## config.mk

```make
export PLATFORM = sky130hd
export DESIGN_NAME = hdc_holdover_dac_control
export DESIGN_NICKNAME = d
export VERILOG_FILES = /design/src/hdc_pkg.sv /design/src/hdc_holdover_dac_control.sv
export SDC_FILE = /design/constraint.sdc
export NUM_CORES = 1
export LEC_CHECK = 0
export ABC_AREA = 1
export BUFFER_PORTS_ARGS = -buffer_cell sky130_fd_sc_hd__buf_4
export CAP_MARGIN = 20
export CORE_UTILIZATION = 48
export CTS_BUF_LIST = sky130_fd_sc_hd__clkbuf_8
export DETAILED_ROUTE_END_ITERATION = 8
export PLACE_DENSITY_LB_ADDON = 0.12
export SLEW_MARGIN = 20
export SYNTH_ARGS = -nofsm -noshare
export SYNTH_HDL_FRONTEND = slang
export SYNTH_SLANG_ARGS = --single-unit
```

## constraint.sdc

```tcl
create_clock -name CORE_CLK -period 7.7 [get_ports CORE_CLK]
set_clock_uncertainty 0.1 [all_clocks]
set_input_delay 1.54 -clock CORE_CLK [delete_from_list [all_inputs] [get_ports CORE_CLK]]
set_output_delay 1.54 -clock CORE_CLK [all_outputs]
set_load 0.02 [all_outputs]
```

## src/hdc_pkg.sv

```systemverilog
// Holdover DAC control: register map, field layout, reset values, timing.
// Assumes a 32-bit AXI4-Lite bus with one register per aligned word.
package hdc_pkg;
  // ----------------------------------------
  // Register indices (byte address = 4 * index)
  // ----------------------------------------
  localparam logic [9:0] IDX_HOLDOVER_CTRL_MANUAL_UPPER = 10'h14b;
  localparam logic [9:0] IDX_MANUAL_LEVEL_LOWER         = 10'h14c;
  localparam logic [9:0] IDX_TRIP_FLOOR                 = 10'h14d;
  localparam logic [9:0] IDX_RATE_MULT_TRIP_CEILING     = 10'h14e;
  localparam logic [9:0] IDX_TRACKING_RATE_COUNT        = 10'h14f;
  localparam logic [9:0] IDX_RAIL_CTRL                  = 10'h160;
  localparam logic [9:0] IDX_IRQ_STATUS                 = 10'h161;
  localparam logic [9:0] IDX_IRQ_MASK                   = 10'h162;
  localparam logic [9:0] IDX_DAC_STATE                  = 10'h163;
  localparam int         ADDR_W                         = 12;

  // ----------------------------------------
  // Field positions
  // ----------------------------------------
  localparam int BIT_TRACK_EN      = 4;
  localparam int BIT_HOLD_FORCE    = 3;
  localparam int BIT_MAN_SELECT    = 2;
  localparam int BIT_RAIL_EN       = 0;
  localparam int BIT_HOLD_RELEASE  = 1;
  localparam int BIT_ST_TRIP       = 0;
  localparam int BIT_ST_UPDATE     = 1;
  localparam int BIT_ST_LOCK_LOST  = 2;
  localparam int IRQ_W             = 3;

  // ----------------------------------------
  // Reset values
  // ----------------------------------------
  localparam logic [7:0] RST_CTRL_MANUAL_UPPER = 8'h16;
  localparam logic [7:0] RST_MANUAL_LOWER      = 8'h00;
  localparam logic [7:0] RST_TRIP_FLOOR        = 8'h00;
  localparam logic [7:0] RST_RATE_MULT_CEIL    = 8'h00;
  localparam logic [7:0] RST_RATE_COUNT        = 8'h7f;
  localparam logic [9:0] RST_TRACKED_CODE      = 10'h200;

  // Multiplier 4/64/1024/16384 as shift amounts
  localparam logic [4:0] MULT_SHIFT_0 = 5'h02;
  localparam logic [4:0] MULT_SHIFT_1 = 5'h06;
  localparam logic [4:0] MULT_SHIFT_2 = 5'h0a;
  localparam logic [4:0] MULT_SHIFT_3 = 5'h0e;
  localparam int         INTERVAL_W   = 24;

  // AXI responses
  localparam logic [1:0] RESP_OKAY   = 2'h0;
  localparam logic [1:0] RESP_DECERR = 2'h3;

  typedef enum logic [1:0] {
    HDC_BUS_IDLE = 2'b00,
    HDC_BUS_RESP = 2'b01
  } hdc_bus_state_t;
endpackage

```

## src/hdc_holdover_dac_control.sv

```systemverilog
// Holdover DAC control: manual/tracked DAC selection, rail trips, tracking rate,
// AXI4-Lite register slave and a read-to-clear interrupt status.
// Assumes pins PD_CLK, PLL1_LOCK and TUNE_LEVEL come from outside this clock.
//
// Function
// - In holdover with manual mode chosen, the DAC is driven by the manual value, not the tracked one.
// - The manual value is the two low bits of the first control register above all eight bits of the next.
// - The six-bit floor field sets a trip at (code+1)/64 of supply; at or below it, rails enabled, holdover begins.
// - The six-bit ceiling field sets a trip (code+1)/64 below supply; reaching it, rails enabled, holdover begins.
// - The two-bit multiplier selects 4, 64, 1024 or 16384 for codes 0 to 3.
// - The eight-bit rate count resets to 127 and the update interval is multiplier times count phase-detector periods.
// - One manual-select bit picks tracked operation when clear and manual operation when set.
// - With tracking on, the DAC follows the loop tuning only while locked, starting from code 512 after reset.
// - A rail trip with rail detection on marks the input clock invalid and raises a clock switch event.
`timescale 1ns/1ps
module hdc_holdover_dac_control (
  input  wire logic        CORE_CLK,
  input  wire logic        RST,
  // AXI4-Lite slave
  input  wire logic [11:0] S_AXI_AWADDR,
  input  wire logic        S_AXI_AWVALID,
  output logic             S_AXI_AWREADY,
  input  wire logic [31:0] S_AXI_WDATA,
  input  wire logic [3:0]  S_AXI_WSTRB,
  input  wire logic        S_AXI_WVALID,
  output logic             S_AXI_WREADY,
  output logic [1:0]       S_AXI_BRESP,
  output logic             S_AXI_BVALID,
  input  wire logic        S_AXI_BREADY,
  input  wire logic [11:0] S_AXI_ARADDR,
  input  wire logic        S_AXI_ARVALID,
  output logic             S_AXI_ARREADY,
  output logic [31:0]      S_AXI_RDATA,
  output logic [1:0]       S_AXI_RRESP,
  output logic             S_AXI_RVALID,
  input  wire logic        S_AXI_RREADY,
  // Loop side
  input  wire logic        PD_CLK,
  input  wire logic        PLL1_LOCK,
  input  wire logic [9:0]  TUNE_LEVEL,
  output logic [9:0]       DAC_CODE,
  output logic             HOLDOVER,
  output logic             CLK_SWITCH_EVENT,
  output logic             IRQ
);
  // ----------------------------------------
  // State
  // ----------------------------------------
  logic [7:0]                 ctrl_q, ctrl_d;
  logic [7:0]                 man_lo_q, man_lo_d;
  logic [5:0]                 floor_q, floor_d;
  logic [7:0]                 mult_ceil_q, mult_ceil_d;
  logic [7:0]                 rate_cnt_q, rate_cnt_d;
  logic                       rail_en_q, rail_en_d;
  logic [hdc_pkg::IRQ_W-1:0]  status_q, status_d;
  logic [hdc_pkg::IRQ_W-1:0]  mask_q, mask_d;
  logic [9:0]                 tracked_q, tracked_d;
  logic [hdc_pkg::INTERVAL_W-1:0] ivl_q, ivl_d;
  logic                       trip_q, trip_d;
  logic                       hold_q, hold_d;
  logic                       event_q, event_d;
  logic [9:0]                 dac_q, dac_d;
  logic [2:0]                 pd_sync_q, pd_sync_d;
  logic [1:0]                 lock_sync_q, lock_sync_d;
  logic                       lock_prev_q, lock_prev_d;
  logic [9:0]                 tune_s1_q, tune_s1_d;
  logic [9:0]                 tune_q, tune_d;
  hdc_pkg::hdc_bus_state_t    wst_q, wst_d;
  hdc_pkg::hdc_bus_state_t    rst_q, rst_d;
  logic                       aw_got_q, aw_got_d;
  logic                       w_got_q, w_got_d;
  logic [11:0]                awaddr_q, awaddr_d;
  logic [31:0]                wdata_q, wdata_d;
  logic [3:0]                 wstrb_q, wstrb_d;
  logic [1:0]                 bresp_q, bresp_d;
  logic [31:0]                rdata_q, rdata_d;
  logic [1:0]                 rresp_q, rresp_d;

  // Combinational helpers
  logic                       pd_tick;
  logic [4:0]                 shift;
  logic [hdc_pkg::INTERVAL_W-1:0] interval;
  logic                       expire;
  logic                       locked;
  logic [5:0]                 upper6;
  logic                       trip_now;
  logic                       trip_rise;
  logic                       do_write;
  logic [9:0]                 widx;
  logic [9:0]                 ridx;
  logic                       rd_take;
  logic                       rd_status;
  logic [31:0]                rword;
  logic                       wmapped;
  logic                       rmapped;
  logic [9:0]                 man_value;

  // ----------------------------------------
  // Next-state logic
  // ----------------------------------------
  always_comb begin
    // Pin synchronisers; the second stage is read, and PD_CLK also its third for the edge
    pd_sync_d   = {pd_sync_q[1:0], PD_CLK};
    lock_sync_d = {lock_sync_q[0], PLL1_LOCK};
    tune_s1_d   = TUNE_LEVEL;
    tune_d      = tune_s1_q;
    pd_tick     = pd_sync_q[1] & ~pd_sync_q[2];
    locked      = lock_sync_q[1];
    lock_prev_d = locked;

    man_value   = {ctrl_q[1:0], man_lo_q};

    // Interval = multiplier * count in phase-detector periods
    case (mult_ceil_q[7:6])
      2'h0:    shift = hdc_pkg::MULT_SHIFT_0;
      2'h1:    shift = hdc_pkg::MULT_SHIFT_1;
      2'h2:    shift = hdc_pkg::MULT_SHIFT_2;
      2'h3:    shift = hdc_pkg::MULT_SHIFT_3;
      default: shift = hdc_pkg::MULT_SHIFT_0;
    endcase
    interval = hdc_pkg::INTERVAL_W'({16'h0000, rate_cnt_q}) << shift;
    // A zero count would never expire; treat it as every tick
    expire   = pd_tick && ((ivl_q + 1'b1) >= interval);
    ivl_d    = ivl_q;
    if (pd_tick) begin
      ivl_d = expire ? '0 : ivl_q + 1'b1;
    end

    // Tracking steps one code per expiry, only while locked
    tracked_d = tracked_q;
    if (expire && ctrl_q[hdc_pkg::BIT_TRACK_EN] && locked) begin
      if (tune_q > tracked_q) begin
        tracked_d = tracked_q + 10'h001;
      end else if (tune_q < tracked_q) begin
        tracked_d = tracked_q - 10'h001;
      end
    end

    // Rail trips on the upper six bits of the tracked code
    upper6    = tracked_q[9:4];
    trip_now  = rail_en_q && ((upper6 <= floor_q) ||
                (upper6 >= (6'h3f - mult_ceil_q[5:0])));
    trip_d    = trip_now;
    trip_rise = trip_now & ~trip_q;
    event_d   = trip_rise;

    // Holdover latches on a trip until software releases it
    hold_d = hold_q | trip_rise;

    // Manual value only while in holdover and manual selected
    if ((hold_q || ctrl_q[hdc_pkg::BIT_HOLD_FORCE]) && ctrl_q[hdc_pkg::BIT_MAN_SELECT]) begin
      dac_d = man_value;
    end else begin
      dac_d = tracked_q;
    end

    // --- Write channel: address and data taken in either order
    aw_got_d = aw_got_q;
    w_got_d  = w_got_q;
    awaddr_d = awaddr_q;
    wdata_d  = wdata_q;
    wstrb_d  = wstrb_q;
    wst_d    = wst_q;
    bresp_d  = bresp_q;
    S_AXI_AWREADY = (wst_q == hdc_pkg::HDC_BUS_IDLE) && !aw_got_q;
    S_AXI_WREADY  = (wst_q == hdc_pkg::HDC_BUS_IDLE) && !w_got_q;
    if (S_AXI_AWVALID && S_AXI_AWREADY) begin
      aw_got_d = 1'b1;
      awaddr_d = S_AXI_AWADDR;
    end
    if (S_AXI_WVALID && S_AXI_WREADY) begin
      w_got_d = 1'b1;
      wdata_d = S_AXI_WDATA;
      wstrb_d = S_AXI_WSTRB;
    end
    widx     = awaddr_q[11:2];
    do_write = (wst_q == hdc_pkg::HDC_BUS_IDLE) && aw_got_q && w_got_q;
    wmapped  = (awaddr_q[1:0] == 2'h0) &&
               ((widx >= hdc_pkg::IDX_HOLDOVER_CTRL_MANUAL_UPPER && widx <= hdc_pkg::IDX_TRACKING_RATE_COUNT) ||
                (widx >= hdc_pkg::IDX_RAIL_CTRL && widx <= hdc_pkg::IDX_DAC_STATE));
    case (wst_q)
      hdc_pkg::HDC_BUS_IDLE: begin
        if (do_write) begin
          wst_d    = hdc_pkg::HDC_BUS_RESP;
          aw_got_d = 1'b0;
          w_got_d  = 1'b0;
          bresp_d  = wmapped ? hdc_pkg::RESP_OKAY : hdc_pkg::RESP_DECERR;
        end
      end
      hdc_pkg::HDC_BUS_RESP: begin
        if (S_AXI_BREADY) begin
          wst_d = hdc_pkg::HDC_BUS_IDLE;
        end
      end
      default: wst_d = hdc_pkg::HDC_BUS_IDLE;
    endcase

    // Register writes; only byte lane 0 carries data
    ctrl_d      = ctrl_q;
    man_lo_d    = man_lo_q;
    floor_d     = floor_q;
    mult_ceil_d = mult_ceil_q;
    rate_cnt_d  = rate_cnt_q;
    rail_en_d   = rail_en_q;
    mask_d      = mask_q;
    if (do_write && wmapped && wstrb_q[0]) begin
      case (widx)
        hdc_pkg::IDX_HOLDOVER_CTRL_MANUAL_UPPER: ctrl_d      = wdata_q[7:0];
        hdc_pkg::IDX_MANUAL_LEVEL_LOWER:         man_lo_d    = wdata_q[7:0];
        hdc_pkg::IDX_TRIP_FLOOR:                 floor_d     = wdata_q[5:0];
        hdc_pkg::IDX_RATE_MULT_TRIP_CEILING:     mult_ceil_d = wdata_q[7:0];
        hdc_pkg::IDX_TRACKING_RATE_COUNT:        rate_cnt_d  = wdata_q[7:0];
        hdc_pkg::IDX_IRQ_MASK:                   mask_d      = wdata_q[hdc_pkg::IRQ_W-1:0];
        hdc_pkg::IDX_RAIL_CTRL: begin
          rail_en_d = wdata_q[hdc_pkg::BIT_RAIL_EN];
          // Release is ignored only in a cycle with a new trip edge, so a rising trip wins
          if (wdata_q[hdc_pkg::BIT_HOLD_RELEASE] && !trip_rise) begin
            hold_d = 1'b0;
          end
        end
        default: ;
      endcase
    end

    // --- Read channel: one read at a time, answer the cycle after
    rst_d   = rst_q;
    rdata_d = rdata_q;
    rresp_d = rresp_q;
    S_AXI_ARREADY = (rst_q == hdc_pkg::HDC_BUS_IDLE);
    rd_take = S_AXI_ARVALID && S_AXI_ARREADY;
    ridx    = S_AXI_ARADDR[11:2];
    rmapped = 1'b1;
    case (ridx)
      hdc_pkg::IDX_HOLDOVER_CTRL_MANUAL_UPPER: rword = {24'h000000, ctrl_q};
      hdc_pkg::IDX_MANUAL_LEVEL_LOWER:         rword = {24'h000000, man_lo_q};
      hdc_pkg::IDX_TRIP_FLOOR:                 rword = {26'h0, floor_q};
      hdc_pkg::IDX_RATE_MULT_TRIP_CEILING:     rword = {24'h000000, mult_ceil_q};
      hdc_pkg::IDX_TRACKING_RATE_COUNT:        rword = {24'h000000, rate_cnt_q};
      hdc_pkg::IDX_RAIL_CTRL:                  rword = {30'h0, hold_q, rail_en_q};
      hdc_pkg::IDX_IRQ_STATUS:                 rword = {29'h0, status_q};
      hdc_pkg::IDX_IRQ_MASK:                   rword = {29'h0, mask_q};
      hdc_pkg::IDX_DAC_STATE:                  rword = {6'h00, tracked_q, 6'h00, dac_q};
      default: begin
        rword   = 32'h00000000;
        rmapped = 1'b0;
      end
    endcase
    if (S_AXI_ARADDR[1:0] != 2'h0) begin
      rmapped = 1'b0;
      rword   = 32'h00000000;
    end
    rd_status = rd_take && rmapped && (ridx == hdc_pkg::IDX_IRQ_STATUS);
    case (rst_q)
      hdc_pkg::HDC_BUS_IDLE: begin
        if (rd_take) begin
          rst_d   = hdc_pkg::HDC_BUS_RESP;
          rdata_d = rword;
          rresp_d = rmapped ? hdc_pkg::RESP_OKAY : hdc_pkg::RESP_DECERR;
        end
      end
      hdc_pkg::HDC_BUS_RESP: begin
        if (S_AXI_RREADY) begin
          rst_d = hdc_pkg::HDC_BUS_IDLE;
        end
      end
      default: rst_d = hdc_pkg::HDC_BUS_IDLE;
    endcase

    // Sticky status: read clears, a new event in the same cycle survives
    status_d = rd_status ? '0 : status_q;
    status_d[hdc_pkg::BIT_ST_TRIP]      = status_d[hdc_pkg::BIT_ST_TRIP] | trip_rise;
    status_d[hdc_pkg::BIT_ST_UPDATE]    = status_d[hdc_pkg::BIT_ST_UPDATE] | (tracked_d != tracked_q);
    status_d[hdc_pkg::BIT_ST_LOCK_LOST] = status_d[hdc_pkg::BIT_ST_LOCK_LOST] | (lock_prev_q & ~locked);
  end

  // ----------------------------------------
  // Registers
  // ----------------------------------------
  // Reset loads constants only
  always_ff @(posedge CORE_CLK or posedge RST) begin
    if (RST) begin
      ctrl_q      <= hdc_pkg::RST_CTRL_MANUAL_UPPER;
      man_lo_q    <= hdc_pkg::RST_MANUAL_LOWER;
      floor_q     <= hdc_pkg::RST_TRIP_FLOOR[5:0];
      mult_ceil_q <= hdc_pkg::RST_RATE_MULT_CEIL;
      rate_cnt_q  <= hdc_pkg::RST_RATE_COUNT;
      rail_en_q   <= 1'b0;
      status_q    <= '0;
      mask_q      <= '0;
      tracked_q   <= hdc_pkg::RST_TRACKED_CODE;
      ivl_q       <= '0;
      trip_q      <= 1'b0;
      hold_q      <= 1'b0;
      event_q     <= 1'b0;
      dac_q       <= hdc_pkg::RST_TRACKED_CODE;
      pd_sync_q   <= '0;
      lock_sync_q <= '0;
      lock_prev_q <= 1'b0;
      tune_s1_q   <= '0;
      tune_q      <= '0;
      wst_q       <= hdc_pkg::HDC_BUS_IDLE;
      rst_q       <= hdc_pkg::HDC_BUS_IDLE;
      aw_got_q    <= 1'b0;
      w_got_q     <= 1'b0;
      awaddr_q    <= '0;
      wdata_q     <= '0;
      wstrb_q     <= '0;
      bresp_q     <= hdc_pkg::RESP_OKAY;
      rdata_q     <= '0;
      rresp_q     <= hdc_pkg::RESP_OKAY;
    end else begin
      ctrl_q      <= ctrl_d;
      man_lo_q    <= man_lo_d;
      floor_q     <= floor_d;
      mult_ceil_q <= mult_ceil_d;
      rate_cnt_q  <= rate_cnt_d;
      rail_en_q   <= rail_en_d;
      status_q    <= status_d;
      mask_q      <= mask_d;
      tracked_q   <= tracked_d;
      ivl_q       <= ivl_d;
      trip_q      <= trip_d;
      hold_q      <= hold_d;
      event_q     <= event_d;
      dac_q       <= dac_d;
      pd_sync_q   <= pd_sync_d;
      lock_sync_q <= lock_sync_d;
      lock_prev_q <= lock_prev_d;
      tune_s1_q   <= tune_s1_d;
      tune_q      <= tune_d;
      wst_q       <= wst_d;
      rst_q       <= rst_d;
      aw_got_q    <= aw_got_d;
      w_got_q     <= w_got_d;
      awaddr_q    <= awaddr_d;
      wdata_q     <= wdata_d;
      wstrb_q     <= wstrb_d;
      bresp_q     <= bresp_d;
      rdata_q     <= rdata_d;
      rresp_q     <= rresp_d;
    end
  end

  // Outputs from flip-flops
  assign S_AXI_BVALID     = (wst_q == hdc_pkg::HDC_BUS_RESP);
  assign S_AXI_BRESP      = bresp_q;
  assign S_AXI_RVALID     = (rst_q == hdc_pkg::HDC_BUS_RESP);
  assign S_AXI_RDATA      = rdata_q;
  assign S_AXI_RRESP      = rresp_q;
  assign DAC_CODE         = dac_q;
  assign HOLDOVER         = hold_q | ctrl_q[hdc_pkg::BIT_HOLD_FORCE];
  assign CLK_SWITCH_EVENT = event_q;
  assign IRQ              = |(status_q & mask_q);
endmodule

```

# --- Yosys cells after proc, flatten, opt, wreduce, memory -nomap -nowiden ---
# Cells that the tools add are included.
word_totals:
  register_bits: 181
  inputBits: 79
  output_inout_bits: 54
classes:
  n_addsub: 4
  magnitude_cmp: 9
  eq_ne: 26
  shifts: 1
  mux: 28
  bitwise_logic: 12
  reduce_logical: 44
op_table:
  columns: ["op", "n"]
  rows:
  - ["one-hot mux 26 bit (9 select lines)", 1]
  - ["equality test 10 x 9 -> 1 bit, second input constant", 16]
  - ["two-way mux 10 bit", 4]
  - ["two-way mux 32 bit", 1]
  - ["adder 24 x 1 -> 24 bit, second input constant", 1]
  - ["greater-or-equal comparator 24 bit", 1]
  - ["two-way mux 24 bit", 1]
  - ["<< shifter 8 x 5 -> 24 bit", 1]
  - ["AND reduction 2 bit", 11]
  - ["greater-or-equal comparator 10 x 9 -> 1 bit, second input constant", 2]
  - ["less-or-equal comparator 10 x 9 -> 1 bit, second input constant", 2]
  - ["logical AND 1 bit", 20]
  - ["one-hot mux 5 bit (4 select lines)", 1]
  - ["two-way mux 2 bit", 6]
  - ["two-way mux 1 bit", 11]
  - ["adder 10 x 1 -> 10 bit, second input constant", 1]
  - ["> comparator 10 bit", 1]
  - ["< comparator 10 bit", 1]
  - ["inequality test 10 bit", 1]
  - ["subtractor 10 x 1 -> 10 bit, second input constant", 1]
  - ["OR reduction 9 bit", 1]
  - ["zero test 2 bit", 4]
  - ["one-hot mux 2 bit (2 select lines)", 2]
  - ["equality test 2 x 1 -> 1 bit, second input constant", 3]
  - ["other kinds (15)", 30]

# --- Logic depth before layout (Yosys ltp) ---
logic_depth:
  word_depth: 10
  mapped_depth: 21
  depth_no_buf: 19

# --- Least setup slack after synthesis ---
# OpenSTA, ideal clock, no wires.
synth_timing:
  path_type: "flip-flop to flip-flop"
  start: "reg ivl_q[0] (netlist name)"
  end: "reg tracked_q[8]"
  setup_ps: 113
  arrival_time_ps: 2812
  path_slack_ps: 4675
  stages_incl_launch_ff: 21
  path_buffers: 2
  path_cell_list: "dfrtp_1 > ha_1 > nand3_2 > nor2_4 > nand3_2 > or2_2 > nor2_1 > xor2_1 > ha_1 > nand2_1 > nor2_1 > a211oi_1 > o211ai_1 > nor2_2 > nand2_2 > buf_6 > nand2_4 > buf_8 > nand2_1 > nand2_1 > inv_1"
synth_between:
  elab_chain_len: 6
synth_lines:
  columns: ["element", "line", "text"]
  rows:
  - ["start: declaration", "hdc_holdover_dac_control.sv:58", "logic [hdc_pkg::INTERVAL_W-1:0] ivl_q, ivl_d;"]
  - ["start signal: assignment", "hdc_holdover_dac_control.sv:321", "ivl_q <= ivl_d;"]
  - ["adder 24 x 1 -> 24 bit", "hdc_holdover_dac_control.sv:123", "expire = pd_tick && ((ivl_q + 1'b1) >= interval);"]
  - ["greater-or-equal comparator 24 bit", "hdc_holdover_dac_control.sv:123", null]
  - ["logical AND 1 bit", "hdc_holdover_dac_control.sv:123", null]
  - ["logical AND 1 bit (2 in a row)", "hdc_holdover_dac_control.sv:131", "if (expire && ctrl_q[hdc_pkg::BIT_TRACK_EN] && locked) begin"]
  - ["two-way mux 10 bit", "hdc_holdover_dac_control.sv:131", null]
  - ["via tracked_d[8]", "hdc_holdover_dac_control.sv:57", "logic [9:0] tracked_q, tracked_d;"]
  - ["end signal: assignment", "hdc_holdover_dac_control.sv:290", "tracked_q <= hdc_pkg::RST_TRACKED_CODE;"]
  - ["end signal: assignment", "hdc_holdover_dac_control.sv:320", "tracked_q <= tracked_d;"]
  - ["end: declaration", "hdc_holdover_dac_control.sv:57", null]
# The timed path passes the listed nets, and every way through them passes these cells.
# A chain may end at the register's enable or synchronous reset.

# --- Worst setup path in the final report ---
layout_timing:
  start: "reg ivl_q[0] (netlist name)"
  end: "reg ivl_q[3] (netlist name)"
layout_between:
  elab_chain_len: 4
layout_lines:
  columns: ["element", "line", "text"]
  rows:
  - ["adder 24 x 1 -> 24 bit (*)", "hdc_holdover_dac_control.sv:123, hdc_holdover_dac_control.sv:126", null]
  - ["greater-or-equal comparator 24 bit", "hdc_holdover_dac_control.sv:123", null]
  - ["logical AND 1 bit", "hdc_holdover_dac_control.sv:123", null]
  - ["two-way mux 24 bit (*)", "hdc_holdover_dac_control.sv:126", "ivl_d = expire ? '0 : ivl_q + 1'b1;"]
# Mark *: on every way between the ends. The rest lies on a longest branch, timed or not.

==> impl_table.tex <==
\begin{tabular}{lr}
\hline
Metric & Value \\
\hline
\multicolumn{2}{l}{\textbf{Clock tree}} \\
Total clock buffers created by CTS & 17 \\
Post-CTS clock slew at the launch and capture registers of the worst setup and hold paths & 0.09 ns \\
Later-pin clock latency in the skew report & 0.47 ns \\
Number of buffers added to fix hold violations after cts & 0 \\
CTS H-Tree Depth & 4 \\
Clock tree from TritonCTS & done \\
Buffers from clock root to sink, at most & 2 \\
Master cell of the clock root buffer & sky130\_fd\_sc\_hd\_\_clkbuf\_8 \\
Count of cells resized by post-cts repair & 0 \\
Number of clock sinks & 165 \\
\# Post-CTS Setup Buffers & 0 \\
\multicolumn{2}{l}{\textbf{Layout}} \\
Number of inserted filler cells in the final layout & 1679 \\
Synthesis-to-layout area growth & 13.57\% \\
Share of final-layout standard cells stronger than drive strength 1 & 16.49\% \\
Final net count & 1269 \\
Ant diodes & 0 \\
Area used by sequential logic in the layout & 4144 um2 \\
Post-layout instance area & 10140 um2 \\
Total area of multi-input combinational cells & 4115 um2 \\
Finished Core Util & 56.06\% \\
\multicolumn{2}{l}{\textbf{Timing}} \\
Final number of hold-violating endpoints & 0 \\
Worst setup margin & 4.009 ns \\
Final slew viol count & 0 \\
Relative slew slack & 47.84\% \\
RSZ-0062 raised after global routing & false \\
Part of the cycle the worst path needs & 47.93\% \\
Crit path time final & 3.691 ns \\
Measured slew at the worst slew-check pin & 0.7824 ns \\
Achievable clock frequency & 0.2709 GHz \\
Post-route setup TNS & 0 ns \\
Setup-failing EPs final & 0 \\
\multicolumn{2}{l}{\textbf{Placement}} \\
Count of buffers inserted at the top-level ports & 93 \\
Placement-stage cell area & 9719 um2 \\
Worst slack at placement & 3.888 ns \\
Final RePlAce weighted congestion & 0.8782 \\
Detailed placement HPWL & 15780 um \\
\multicolumn{2}{l}{\textbf{Floorplan}} \\
Die X & 138.4 um \\
Starting utilization of the core area & 49.36\% \\
FP Rows & 49 \\
Chip Height & 138.4 um \\
Core Region & 18090 um2 \\
Total die area & 19150 um2 \\
Number of placed I/O pins & 133 \\
\multicolumn{2}{l}{\textbf{Logic synthesis}} \\
Post-synth EDFFs & 0 \\
Yosys top cell area share & 42.89\% \\
Post-Syn Instances & 1065 \\
Post-synthesis xor/xnor area fraction & 3.336\% \\
Leading area contributor after synthesis & sky130\_fd\_sc\_hd\_\_dfrtp\_1 \\
Cell area after synthesis & 8927 um2 \\
Fraction of synthesis flops using an asynchronous set or reset pin & 100.0\% \\
Compound-gate portion of the synthesized area & 11.14\% \\
Library cells used by synthesis & 50 \\
Area fraction in and, or, nand and nor cells after synthesis & 22.89\% \\
Dominant register cell in the synthesized netlist & sky130\_fd\_sc\_hd\_\_dfrtp\_1 \\
Avg Cell Area, Syn & 8.382 um2 \\
Dominant combinational cell family by area after synthesis & simple AND/OR/NAND/NOR gates \\
Number of warning messages in the yosys log & 0 \\
Flip-flop and latch count after synthesis & 165 \\
Proportion of synthesized chip area in sequential cells & 46.42\% \\
Portion of netlist area occupied by mux cells & 1.892\% \\
Most area-consuming cells after synthesis & sky130\_fd\_sc\_hd\_\_dfrtp\_1 43\%, sky130\_fd\_sc\_hd\_\_nand2\_1 11\%, sky130\_fd\_sc\_hd\_\_ha\_1 6.3\% \\
Arithmetic-cell share of the synthesized area counting full adders, half adders and majority gates & 6.307\% \\
\multicolumn{2}{l}{\textbf{Power}} \\
Power per Cell Area & 192.4 nW/um2 \\
Leak pwr & 0.005033 uW \\
Total power after layout & 1950 uW \\
Maximum vdd ir drop & 0.1543 mV \\
\multicolumn{2}{l}{\textbf{Route}} \\
Drt drc & 29 \\
Via/cell ratio & 5.217 \\
Wire per inst & 15.47 um \\
Routed via count & 7236 \\
First-pass iteration count of the detailed router & 7 \\
Starting DRT DRC Count & 552 \\
Overall routed net length & 21460 um \\
Post-DRT Antenna Nets & 0 \\
\multicolumn{2}{l}{\textbf{Global routing}} \\
Number of antenna violations at the first check in global routing & 0 \\
First-pass GRT wire length & 35150 um \\
Global-route usage over all layers & 23.41\% \\
Grt total ovfl & 0 \\
Largest net degree at the start of global routing & 87 \\
Vias in the first global route & 6720 \\
\multicolumn{2}{l}{\textbf{Setup path}} \\
Cell breakdown of the critical path & ha\_1, nand3\_2, nor2\_4, nand3\_2, or2\_2, nor2\_1, xor2\_1, ha\_1, nand2\_1, nor2\_1, a211oi\_1, o211ai\_1, nor2\_2, nand2\_2, nor2\_4, nand2\_1, nand2\_1 \\
WP buf/inv & 0 \\
Data arrival time of the critical path & 3.99 ns \\
Top Family by Delay on Critical Path & simple AND/OR/NAND/NOR gates \\
Data required, critical path & 8.00 ns \\
Slowest stage cell on the critical path & sky130\_fd\_sc\_hd\_\_nor2\_4 \\
Setup CP Type & reg2reg \\
R2r worst-path depth & 17 \\
Most frequent cell on the critical path & sky130\_fd\_sc\_hd\_\_nand2\_1 \\
Worst Setup End Kind & register \\
R2R Path Start & ivl\_q[0] \\
Register-to-register setup slack & 4.01 ns \\
Largest stage delay on the critical path & 0.46 ns \\
Maximum net fanout on the critical path & 18 \\
Category of the worst setup path launch point & register \\
Endpoint of the worst register-to-register path & ivl\_q[3] \\
\multicolumn{2}{l}{\textbf{Min path}} \\
Hold path depth & 0 \\
Hold/Removal Path Class & reg2reg \\
Hold Path Origin & tune\_d[8] \\
Terminating pin of the worst hold path & tune\_q[8] \\
\multicolumn{2}{l}{\textbf{Status}} \\
Failing checks & design-rule violations \\
Status & finished, violations left \\
\multicolumn{2}{l}{\textbf{Flow run}} \\
Number of max-cap violations & 0 \\
\hline
\end{tabular}
==> worst reg2reg max path, delay by kind of cell (launching register included) <==
family                     cells  cell delay, ns
adders and majority gates      2            0.49
DFF                            1            0.40
and+or+nand+nor               12            2.07
AOI/OAI and AO/OA              2            0.33
xor gates and xnor gates       1            0.23
==> synth_stat cells, types with 2 or more instances <==
| master | instances |
|---|---|
| sky130_fd_sc_hd__o2111ai_1 | 3 |
| sky130_fd_sc_hd__clkbuf_1 | 25 |
| sky130_fd_sc_hd__nand2_2 | 8 |
| sky130_fd_sc_hd__o21a_1 | 2 |
| sky130_fd_sc_hd__xor2_1 | 25 |
| sky130_fd_sc_hd__or2_2 | 4 |
| sky130_fd_sc_hd__clkinv_1 | 5 |
| sky130_fd_sc_hd__dfrtp_1 | 153 |
| sky130_fd_sc_hd__a211oi_1 | 3 |
| sky130_fd_sc_hd__nor4_1 | 3 |
| sky130_fd_sc_hd__a31oi_1 | 3 |
| sky130_fd_sc_hd__xnor2_1 | 9 |
| sky130_fd_sc_hd__o21ai_1 | 3 |
| sky130_fd_sc_hd__nand4_1 | 12 |
| sky130_fd_sc_hd__nand2_1 | 256 |
| sky130_fd_sc_hd__a32o_1 | 13 |
| sky130_fd_sc_hd__nand3_1 | 49 |
| sky130_fd_sc_hd__buf_6 | 2 |
| sky130_fd_sc_hd__nor2_2 | 6 |
| sky130_fd_sc_hd__mux2_2 | 15 |
| sky130_fd_sc_hd__o21ai_0 | 50 |
| sky130_fd_sc_hd__nand3_2 | 4 |
| sky130_fd_sc_hd__buf_2 | 2 |
| sky130_fd_sc_hd__dfstp_2 | 12 |
| sky130_fd_sc_hd__buf_4 | 15 |
| sky130_fd_sc_hd__inv_1 | 115 |
| sky130_fd_sc_hd__inv_2 | 2 |
| sky130_fd_sc_hd__o22ai_1 | 9 |
| sky130_fd_sc_hd__o2bb2ai_1 | 2 |
| sky130_fd_sc_hd__nor3_1 | 19 |
| sky130_fd_sc_hd__a21oi_1 | 60 |
| sky130_fd_sc_hd__o21ai_2 | 2 |
| sky130_fd_sc_hd__a221oi_1 | 3 |
| sky130_fd_sc_hd__nor2_1 | 102 |
| sky130_fd_sc_hd__nor2_4 | 6 |
| sky130_fd_sc_hd__o221ai_1 | 4 |
| sky130_fd_sc_hd__o21bai_1 | 2 |
| sky130_fd_sc_hd__ha_1 | 45 |
==> placed cells by master, fill, tap and decap left out, types with 9 or more instances in the layout <==
cell type	n
sky130_fd_sc_hd__a32o_1	13
sky130_fd_sc_hd__a21oi_1	60
sky130_fd_sc_hd__ha_1	45
sky130_fd_sc_hd__nand3_1	49
sky130_fd_sc_hd__buf_4	94
sky130_fd_sc_hd__dfrtp_1	153
sky130_fd_sc_hd__xor2_1	25
sky130_fd_sc_hd__conb_1	12
sky130_fd_sc_hd__o21ai_0	50
sky130_fd_sc_hd__xnor2_1	9
sky130_fd_sc_hd__nand4_1	12
sky130_fd_sc_hd__o22ai_1	9
sky130_fd_sc_hd__nand2_1	256
sky130_fd_sc_hd__clkbuf_8	17
sky130_fd_sc_hd__mux2_2	15
sky130_fd_sc_hd__inv_1	114
sky130_fd_sc_hd__nor3_1	19
sky130_fd_sc_hd__dfstp_2	12
sky130_fd_sc_hd__nor2_1	101
==> flip-flops by register name (all words and copies together), names as in the netlist, 10 cells and up <==
register,cells
ivl_q,24
awaddr_q,12
tune_q,10
tracked_q,10
tune_d,10
DAC_CODE,10
S_AXI_RDATA,20
==> cell type report <==
type	count	area share [%]
Sequential cell	165	40.87
Multi-Input combinational cell	744	40.59
Timing Repair Buffer	95	7.071
Inverter	122	4.566
Tap cell	229	2.826
Clock buffer	17	2.308
Clock inverter	15	1.765
==> per-layer routing <==
layer | wire length, um | part of all wire, % | up-vias | track usage, %
met3 | 1520 | 7.1 | 22 | 5.057
met1 | 10670 | 50 | 3357 | 34.81
li1 | - | - | 3629 | -
met2 | 8928 | 42 | 228 | 33.58
met4 | 345 | 1.6 | 0 | 8.102
met5 | 0 | 0 | - | 0
==> metrics by stage <==
step | cells | hold slack, ns
floorplan | 1076 | 0.2312
global placement | 1355 | 0.2322
detailed placement | 1355 | 0.2362
CTS | 1387 | 0.2592
global route | 1387 | 0.2692
finish | 1387 | 0.2554
==> power by group <==
part | internal [uW] | total (uW) | switching, uW
sequential | 936 | 1040 | 99.4
combinational | 105 | 250 | 145
clock | 302 | 665 | 363
total | 1340 | 1950 | 607
==> how the worst max path moves through the flow <==
stage | slack (ns) | depth (start not counted) | start | end
3_5_place_dp | 3.89 | 6 | S_AXI_ARVALID | S_AXI_RDATA[25]
2_1_floorplan | 1.62 | 1 | RST | CLK_SWITCH_EVENT
4_1_cts | 3.87 | 15 | tracked_q[5] | tracked_q[8]
5_1_grt | 3.56 | 17 | ivl_q[0] | ivl_q[5]
3_3_place_gp | 3.85 | 15 | tracked_q[5] | tracked_q[8]
6_report | 4.01 | 17 | ivl_q[0] | ivl_q[3]
==> cell families (layout without fill, tap and decap cells) <==
logic type / count (synthesis) / count (layout)
AOI/OAI and AO/OA: 164 / 164
xor gates and xnor gates: 34 / 34
adders and majority gates: 45 / 45
buffers and inverters: 167 / 249
DFF: 165 / 165
muxes: 15 / 15
other: 1 / 12
and+or+nand+nor: 474 / 474
Note: power is estimated with default switching activity, not from simulation.
